===== src/logic/dcsil_map.svh =====
// constants of the distributed-clock sync and input latch block
`ifndef DCSIL_MAP_SVH
`define DCSIL_MAP_SVH

// ---------------------------------------------------------------
// timing
// ---------------------------------------------------------------
`define DCSIL_MCLK_PERIOD_NS 10
// local clock advance per rising mclk edge, equal to the period above
`define DCSIL_DC_STEP_NS     64'h0000_0000_0000_000A

// ---------------------------------------------------------------
// widths and reset values
// ---------------------------------------------------------------
`define DCSIL_TIME_W         64
`define DCSIL_PERIOD_W       32
`define DCSIL_EVT_W          8
`define DCSIL_TIME_RST       64'h0000_0000_0000_0000
`define DCSIL_SHIFT_ZERO     64'h0000_0000_0000_0000

// ---------------------------------------------------------------
// event byte codes, only bits 2..0 carry information
// ---------------------------------------------------------------
`define DCSIL_EVT_USED_MSB   2
`define DCSIL_EVT_NONE       8'h00
`define DCSIL_EVT2_RISE      8'h01
`define DCSIL_EVT2_FALL      8'h02
`define DCSIL_EVT4_HIGH      8'h04
`define DCSIL_EVT4_RISE      8'h05

`endif


===== src/logic/dcsil_fix_note.sv =====
// spare design file, holds no logic


===== src/logic/dcsil_pkg.sv =====
// types of the distributed-clock sync and input latch block
package dcsil_pkg;

  // sync unit control states
  typedef enum logic [1:0] {
    DCSIL_SU_OFF,
    DCSIL_SU_WAIT,
    DCSIL_SU_RUN
  } dcsil_state_type;

  typedef logic [63:0] dcsil_time_type;
  typedef logic [7:0]  dcsil_evt_type;

endpackage : dcsil_pkg


===== src/logic/dcsil_chan_if.sv =====
// per-channel carrier between the sync unit and an edge latch
`timescale 1ns/1ns
interface dcsil_chan_if;
  import dcsil_pkg::*;
  logic           level_in;
  dcsil_time_type dc_time;
  logic           one_shot;
  logic           four_chan;
  logic           last_edge;
  logic           frame_arrive;
  logic           rise_read;
  logic           fall_read;
  dcsil_time_type rise_stamp;
  dcsil_time_type fall_stamp;
  dcsil_evt_type  event_byte;
  logic           level_snap;

  modport chan (
    input  level_in, dc_time, one_shot, four_chan, last_edge,
    input  frame_arrive, rise_read, fall_read,
    output rise_stamp, fall_stamp, event_byte, level_snap
  );
  modport top (
    output level_in, dc_time, one_shot, four_chan, last_edge,
    output frame_arrive, rise_read, fall_read,
    input  rise_stamp, fall_stamp, event_byte, level_snap
  );
endinterface : dcsil_chan_if


===== src/logic/dcsil_edge_chan.sv =====
// edge timestamp latch and event byte of one input channel
`timescale 1ns/1ns
`include "dcsil_map.svh"
module dcsil_edge_chan
  import dcsil_pkg::*;
(
  // clock and reset
  input wire logic mclk,
  input wire logic rst_b,
  // channel carrier
  dcsil_chan_if.chan ch
);

  // ---------------------------------------------------------------
  // edge detection
  // ---------------------------------------------------------------
  logic           lvl_prev_reg;
  logic           prime_reg;
  logic           rise_edge;
  logic           fall_edge;
  logic           rise_seen_reg;
  logic           fall_seen_reg;
  logic           rise_pend_reg;
  logic           fall_pend_reg;
  dcsil_time_type rise_stamp_reg;
  dcsil_time_type fall_stamp_reg;
  dcsil_evt_type  event_reg;
  dcsil_evt_type  event_next;
  logic           level_snap_reg;

  // no edge until the pin level has been seen once after reset
  assign rise_edge = prime_reg & ch.level_in & ~lvl_prev_reg;
  assign fall_edge = prime_reg & ~ch.level_in & lvl_prev_reg;

  always_ff @(posedge mclk or negedge rst_b) begin
    if (!rst_b) lvl_prev_reg <= 1'b0;
    else        lvl_prev_reg <= ch.level_in;
  end

  always_ff @(posedge mclk or negedge rst_b) begin
    if (!rst_b) prime_reg <= 1'b0;
    else        prime_reg <= 1'b1;
  end

  // ---------------------------------------------------------------
  // timestamps, always live; frame arrival only restarts the first-edge window
  // ---------------------------------------------------------------
  always_ff @(posedge mclk or negedge rst_b) begin
    if (!rst_b) begin
      rise_seen_reg <= 1'b0;
      fall_seen_reg <= 1'b0;
    end else begin
      if (rise_edge)             rise_seen_reg <= 1'b1;
      else if (ch.frame_arrive)  rise_seen_reg <= 1'b0;
      if (fall_edge)             fall_seen_reg <= 1'b1;
      else if (ch.frame_arrive)  fall_seen_reg <= 1'b0;
    end
  end

  always_ff @(posedge mclk or negedge rst_b) begin
    if (!rst_b) begin
      rise_stamp_reg <= `DCSIL_TIME_RST;
      fall_stamp_reg <= `DCSIL_TIME_RST;
    end else begin
      if (rise_edge && (ch.last_edge || !rise_seen_reg))
        rise_stamp_reg <= ch.dc_time;
      if (fall_edge && (ch.last_edge || !fall_seen_reg))
        fall_stamp_reg <= ch.dc_time;
    end
  end

  // ---------------------------------------------------------------
  // pending changes, cleared by reading the matching stamp or by an edge of the opposite direction
  // ---------------------------------------------------------------
  always_ff @(posedge mclk or negedge rst_b) begin
    if (!rst_b) begin
      rise_pend_reg <= 1'b0;
      fall_pend_reg <= 1'b0;
    end else begin
      if (rise_edge)                        rise_pend_reg <= 1'b1;
      else if (ch.rise_read || fall_edge)   rise_pend_reg <= 1'b0;
      if (fall_edge)                        fall_pend_reg <= 1'b1;
      else if (ch.fall_read || rise_edge)   fall_pend_reg <= 1'b0;
    end
  end

  // ---------------------------------------------------------------
  // event byte coding
  // ---------------------------------------------------------------
  always_comb begin
    event_next = `DCSIL_EVT_NONE;
    if (!ch.four_chan) begin
      if (ch.one_shot) begin
        if (fall_pend_reg && !ch.level_in)
          event_next = `DCSIL_EVT2_FALL;
        else if (rise_pend_reg || ch.level_in)
          event_next = `DCSIL_EVT2_RISE;
      end
    end else if (ch.one_shot) begin
      if (rise_pend_reg)
        event_next = `DCSIL_EVT4_RISE;
      else if (ch.level_in)
        event_next = `DCSIL_EVT4_HIGH;
    end else if (ch.level_in || rise_pend_reg) begin
      event_next = `DCSIL_EVT4_HIGH;
    end
  end

  // level and event byte are frozen on frame arrival
  always_ff @(posedge mclk or negedge rst_b) begin
    if (!rst_b) begin
      event_reg      <= `DCSIL_EVT_NONE;
      level_snap_reg <= 1'b0;
    end else if (ch.frame_arrive) begin
      event_reg      <= event_next;
      level_snap_reg <= ch.level_in;
    end
  end

  assign ch.rise_stamp = rise_stamp_reg;
  assign ch.fall_stamp = fall_stamp_reg;
  assign ch.event_byte = event_reg;
  assign ch.level_snap = level_snap_reg;
endmodule : dcsil_edge_chan


===== src/logic/dcsil_sync_latch.sv =====
// sync pulse unit with per-channel edge timestamp latches
`timescale 1ns/1ns
`include "dcsil_map.svh"
// Operation
// each sync pulse fires at its own target
// first pulse target shown as next sample time
// cyclic input sampling starts from sync0
// master loads first target: now+cycle+shift
// compare continuously; sample immediately on match
// advance target by cycle after each pulse
// master picks period as bus-cycle multiple
// period is 32-bit nanosecond value
// shift offsets sync0 in nanosecond steps
// input shift added when input-reference enabled
// cyclic enable switches unit; latch mode only
// sync0 needed; second pulse optional (sync1_pulse here fires without sync0_enable)
// report level plus latest edge stamps
// event byte uses bits 0..2 only
// two-channel event byte coding per mode
// four-channel event byte coding per mode
// stamp read clears one-shot change indication
// rise stamp holds first or last rise
// fall stamp holds first or last fall
// stamps are 64-bit local clock times
// level/event frozen at frame; stamps stay live
// master should judge short pulses by stamps
module dcsil_sync_latch
  import dcsil_pkg::*;
#(
  parameter int N_CHAN = 2
)
(
  // clock and reset
  input  wire logic                         mclk,
  input  wire logic                         rst_b,
  // configuration
  input  wire logic                         cyclic_enable,
  input  wire logic                         sync0_enable,
  input  wire logic                         sync1_enable,
  input  wire logic                         input_ref_enable,
  input  wire logic                         one_shot_report_mode,
  input  wire logic                         four_chan_variant,
  input  wire logic                         last_edge_mode,
  input  wire logic [`DCSIL_PERIOD_W-1:0]   sync0_cycle_ns,
  input  wire logic [`DCSIL_PERIOD_W-1:0]   local_shift_ns,
  input  wire logic [`DCSIL_PERIOD_W-1:0]   input_shift_ns,
  // master commands
  input  wire logic                         dc_time_load,
  input  wire dcsil_time_type               dc_time_value,
  input  wire logic                         target_arm,
  input  wire dcsil_time_type               target_value,
  input  wire logic                         second_target_load,
  input  wire dcsil_time_type               second_target_value,
  input  wire logic                         frame_arrive,
  input  wire logic [N_CHAN-1:0]            rise_read,
  input  wire logic [N_CHAN-1:0]            fall_read,
  // input pins
  input  wire logic [N_CHAN-1:0]            chan_in,
  // sync unit status
  output dcsil_time_type                    dc_time,
  output logic                              sync0_pulse,
  output logic                              sync1_pulse,
  output logic                              sync_running,
  output dcsil_time_type                    next_sample_time,
  output logic [N_CHAN-1:0]                 sampled_level,
  // channel report
  output logic [N_CHAN-1:0]                 level_snap,
  output dcsil_evt_type  [N_CHAN-1:0]       event_byte,
  output dcsil_time_type [N_CHAN-1:0]       rise_stamp,
  output dcsil_time_type [N_CHAN-1:0]       fall_stamp
);

  // ---------------------------------------------------------------
  // local distributed clock
  // ---------------------------------------------------------------
  dcsil_time_type dc_time_reg;

  always_ff @(posedge mclk or negedge rst_b) begin
    if (!rst_b)            dc_time_reg <= `DCSIL_TIME_RST;
    else if (dc_time_load) dc_time_reg <= dc_time_value;
    else                   dc_time_reg <= dc_time_reg + `DCSIL_DC_STEP_NS;
  end

  assign dc_time = dc_time_reg;

  // ---------------------------------------------------------------
  // sync unit state
  // ---------------------------------------------------------------
  dcsil_state_type state_reg;
  dcsil_state_type state_next;
  logic            unit_on;

  assign unit_on = cyclic_enable && sync0_enable;

  always_comb begin
    state_next = state_reg;
    case (state_reg)
      DCSIL_SU_OFF: begin
        if (unit_on) state_next = DCSIL_SU_WAIT;
      end
      DCSIL_SU_WAIT: begin
        if (!unit_on)        state_next = DCSIL_SU_OFF;
        else if (target_arm) state_next = DCSIL_SU_RUN;
      end
      DCSIL_SU_RUN: begin
        if (!unit_on) state_next = DCSIL_SU_OFF;
      end
      default: state_next = DCSIL_SU_OFF;
    endcase
  end

  always_ff @(posedge mclk or negedge rst_b) begin
    if (!rst_b) state_reg <= DCSIL_SU_OFF;
    else        state_reg <= state_next;
  end

  // ---------------------------------------------------------------
  // first pulse target
  // ---------------------------------------------------------------
  dcsil_time_type target_reg;
  dcsil_time_type shift_total;
  dcsil_time_type cycle_wide;
  logic           sync0_hit;

  assign cycle_wide = {32'h0000_0000, sync0_cycle_ns};
  assign shift_total = {{32{local_shift_ns[31]}}, local_shift_ns}
    + (input_ref_enable ? {{32{input_shift_ns[31]}}, input_shift_ns}
                        : `DCSIL_SHIFT_ZERO);

  // the clock moves in whole mclk steps, so reaching the target counts
  assign sync0_hit = (state_reg == DCSIL_SU_RUN) && unit_on
                     && (dc_time_reg >= target_reg);

  always_ff @(posedge mclk or negedge rst_b) begin
    if (!rst_b)
      target_reg <= `DCSIL_TIME_RST;
    else if (target_arm && unit_on)
      target_reg <= target_value + shift_total;
    else if (sync0_hit)
      target_reg <= target_reg + cycle_wide;
  end

  always_ff @(posedge mclk or negedge rst_b) begin
    if (!rst_b) begin
      sync0_pulse      <= 1'b0;
      next_sample_time <= `DCSIL_TIME_RST;
      sync_running     <= 1'b0;
    end else begin
      sync0_pulse      <= sync0_hit;
      next_sample_time <= target_reg;
      sync_running     <= (state_next == DCSIL_SU_RUN);
    end
  end

  // ---------------------------------------------------------------
  // input sampling on sync0
  // ---------------------------------------------------------------
  always_ff @(posedge mclk or negedge rst_b) begin
    if (!rst_b)         sampled_level <= '0;
    else if (sync0_hit) sampled_level <= chan_in;
  end

  // ---------------------------------------------------------------
  // second pulse
  // ---------------------------------------------------------------
  dcsil_time_type second_target_reg;
  logic           second_armed_reg;
  logic           sync1_hit;

  assign sync1_hit = cyclic_enable && sync1_enable && second_armed_reg
                     && (dc_time_reg >= second_target_reg);

  always_ff @(posedge mclk or negedge rst_b) begin
    if (!rst_b) begin
      second_target_reg <= `DCSIL_TIME_RST;
      second_armed_reg  <= 1'b0;
    end else if (second_target_load) begin
      second_target_reg <= second_target_value;
      second_armed_reg  <= 1'b1;
    end else if (sync1_hit) begin
      second_armed_reg  <= 1'b0;
    end
  end

  always_ff @(posedge mclk or negedge rst_b) begin
    if (!rst_b) sync1_pulse <= 1'b0;
    else        sync1_pulse <= sync1_hit;
  end

  // ---------------------------------------------------------------
  // per-channel edge latches
  // ---------------------------------------------------------------
  generate
    for (genvar i = 0; i < N_CHAN; i++) begin : g_chan
      dcsil_chan_if chan_if ();
      assign chan_if.level_in     = chan_in[i];
      assign chan_if.dc_time      = dc_time_reg;
      assign chan_if.one_shot     = one_shot_report_mode;
      assign chan_if.four_chan    = four_chan_variant;
      assign chan_if.last_edge    = last_edge_mode;
      assign chan_if.frame_arrive = frame_arrive;
      assign chan_if.rise_read    = rise_read[i];
      assign chan_if.fall_read    = fall_read[i];
      dcsil_edge_chan u_chan (
        .mclk  (mclk),
        .rst_b (rst_b),
        .ch    (chan_if.chan)
      );
      assign level_snap[i] = chan_if.level_snap;
      assign event_byte[i] = chan_if.event_byte;
      assign rise_stamp[i] = chan_if.rise_stamp;
      assign fall_stamp[i] = chan_if.fall_stamp;
    end
  endgenerate
endmodule : dcsil_sync_latch


===== config.mk =====
export PLATFORM = sky130hd
export DESIGN_NAME = dcsil_sync_latch
export DESIGN_NICKNAME = d
export VERILOG_FILES = /design/src/logic/dcsil_fix_note.sv /design/src/logic/dcsil_pkg.sv /design/src/logic/dcsil_chan_if.sv /design/src/logic/dcsil_edge_chan.sv /design/src/logic/dcsil_sync_latch.sv
export VERILOG_INCLUDE_DIRS = /design/src /design/src/logic
export SDC_FILE = /design/constraint.sdc
export NUM_CORES = 1
export LEC_CHECK = 0
export ABC_AREA = 0
export BUFFER_PORTS_ARGS = -buffer_cell sky130_fd_sc_hd__buf_2
export CAP_MARGIN = 20
export CORE_MARGIN = 8
export CORE_UTILIZATION = 30
export CTS_CLUSTER_DIAMETER = 80
export DETAILED_ROUTE_END_ITERATION = 7
export HOLD_SLACK_MARGIN = 0.1
export PLACE_DENSITY_LB_ADDON = 0.1
export SLEW_MARGIN = 10
export SYNTH_ARGS = -nofsm -noshare
export SYNTH_HDL_FRONTEND = slang
export SYNTH_HIERARCHICAL = 1
export SYNTH_SLANG_ARGS = --single-unit
export TNS_END_PERCENT = 50

===== constraint.sdc =====
create_clock -name mclk -period 3.22 [get_ports mclk]
set_input_delay 0.161 -clock mclk [delete_from_list [all_inputs] [get_ports mclk]]
set_output_delay 0.161 -clock mclk [all_outputs]
set_load 0.02 [all_outputs]

==> results.cfg <==
[status]
status = finished with violations
violations = setup timing

[grt]
grt_pass1_vias = 28700
grt_pass1_wl_mm = 184
antenna_found_initial = 15
overflow = 0
grt_max_degree = 85
grtUsageTotal_pct = 20.6

[yosys]
synth_area_per_cell_sq_um = 10.5
async_flop_share_pct = 100
yosysTopAreaCellShare_pct = 43.2
netlist_top_cells_area = dfrtp_1, ha_1, mux2_2
yosys.cell_types.count = 84
syn_inst = 2992
synth-edff-count = 0
synth_area_sq_um = 31300
yosys_warnings = 6
ys_ff_latch = 540
synth_seq_area_share_pct = 43.2
synthFlopType = dfrtp_1
yosys.area.top_type = dfrtp_1

[worst_hold_path]
hold_class = input port to asynchronous set/reset pin

[floorplan]
rows = 118
die_w_um = 339
die_y_um = 339
floorplan.die_area_sq_um = 115000
coreArea_sq_um = 103000
initial_core_util_pct = 30.2
ios = 714

[cts]
clk_latency_ns = 0.63
cts_tree = built
cts.sinks = 540
htree_levels = 3
cts_inserted_buffers = 69
clk_pin_slew_worst_paths_ns = 0.06
cts_buffer_depth = 3
root_buffer = clkbuf_16

[sta]
fin_crit_ns = 3.23
slew_headroom_pct = 45.1
maxSlewViolCount = 0
setup_slack_ns = -0.00508
worst_pin_slew_ns = 0.823
period_share_pct = 100
grt_setup_unrepaired = yes
fmax_mhz = 310
fin_skew_ns = 0.0491
timing_hold_violations_final = 0
setup_viol_count_final = 1
whs_ns = 0.113

[critical_path]
cp.required_ns = 3.75
path_class = input port to flip-flop
path_max_fanout = 7
r2r_slack_ns = 0.08
worstPathArrival_ns = 3.75
startpoint_type = input port
crit_path_end_kind = flip-flop

[drt]
postRouteAntennaNets = 0
drt-vias-per-instance = 4.73
drt-initial-drc-count = 1289
dr.pass1.iters = 5
finalWirelength_mm = 122
drc = 0
vias = 27000
routedWlPerCell_um = 21.4

[cells_and_area]
drive_above_1_share_pct = 37.7
mostFrequentLayoutCells = buf_2, dfrtp_1, buf_4
final_common_cell = buf_2
nets = 4866
syn2layout_area_growth_pct = 42.4
fillers = 10300
final_cell_area_sq_um = 44600
instances_no_fill = 5711

[placed_design]
io_buffers = 703
dp_cells = 5399
dp_hpwl_mm = 96.4
gp_congestion = 0.844
place_area_sq_um = 39700

[pwr]
p_leak_nw = 21.6
peakVddDrop_uv = 439
p_per_area_nw_per_um2 = 674

[job]
drv_cap = 0
layer usage:
metal  wire, um  vias up  global-route usage [%]
met1      57000    13100                    28.1
met3       6770      160                    4.60
li1           -    13100                       -
met4       3070        4                    5.40
met5         18        -                       0
met2      55200      660                    33.0
power by group:
| part | internal (mW) | switching (mW) | leakage [nW] | total, mW |
|---|---|---|---|---|
| Sequential | 8.40 | 1.06 | 6.54 | 9.46 |
| Clock | 4.77 | 3.22 | 1.16 | 7.99 |
| Combinational | 5.43 | 7.16 | 13.9 | 12.6 |
worst max-delay path, stage by stage:
cell	delay, ns
buf_12	0.11
and2_4	0.13
fa_1	0.50
ha_2	0.18
inv_2	0.04
fa_2	0.34
and2b_1	0.23
o2111ai_2	0.17
a21oi_2	0.21
o21ai_2	0.11
o41ai_4	0.40
a21oi_4	0.17
o41ai_4	0.30
a211oi_2	0.12
or4_1	0.48
o211ai_1	0.09
cells in the mapped netlist (all sizes together) (4+ instances only):
master and instances:
buf 46, fa 65, nand2b 16, a211o 5, dfrtp 540, nor3b 5
mux2i 38, ha 223, o211ai 15, nand3 65, o21ai 228, a2111oi 4
o22ai 8, nor3 31, nand2 300, mux2 267, o21bai 18, or2 4
or3 11, nor4 14, conb 4, a221oi 5, xor2 65, o21a 7
o41ai 4, a211oi 10, nand4 72, a21oi 185, nor2b 13, a21o 92
clkbuf 82, and2 41, inv 179, and3 22, xnor2 110, o31ai 8
nor2 120, a31oi 16, o31a 6, a21boi 4, nand3b 4, and4 5
repair_timing:
item,CTS,global route
setup buffers,2,8
cloned,0,2
pin swaps,13,62
resized for setup,22,112
hold endpoints to repair,659,0
hold buffers,170,0
endpoints found under the setup margin,22,46
per-stage QoR:
stage               worst slack, ns  power, mW  TNS [ns]  util (%)
global placement             -0.770       21.6    -17.65      38.3
floorplan                    -0.608       16.1     -4.97         -
CTS                         -0.0368       30.1   -0.0541      42.4
finish                     -0.00508       30.0  -0.00508      43.1
detailed placement           -0.810       21.6    -18.28      38.3
global route                 -0.173       32.0     -1.22      43.1
logic make-up after synthesis:
group,share of synthesized area [%]
AND/OR/NAND/NOR,11.1
AO/OA/AOI/OAI,12.6
flip-flops,43.2
buffers and inverters,4.32
multiplexers,10.8
adder cells (fa/ha/maj),13.1
XOR/XNOR,4.90
other,0.0479
final cells by class:
cell class,count,area [sq um],share of cell area [%]
Multi-Input combinational cell,2152,17200,38.7
Tap cell,1380,1730,3.87
Timing Repair Buffer,1328,9020,20.2
Antenna cell,9,22.5,0.0505
Clock inverter,33,388,0.870
Clock buffer,89,1970,4.43
Inverter,180,679,1.52
Sequential cell,540,13500,30.3
worst paths after layout:
kind,startpoint,to,cells past startpoint
setup / recovery,input_ref_enable,target_reg[59],16
setup reg to reg,dc_time[59],target_reg[59],12
hold reg to reg,target_reg[30],next_sample_time[30],0
min in group mclk,second_target_load,second_target_reg[29],3
max in group asynchronous,rst_b,dc_time[49],4
hold / removal,rst_b,sync0_pulse,2
Note: power is estimated with default switching activity, not from simulation.
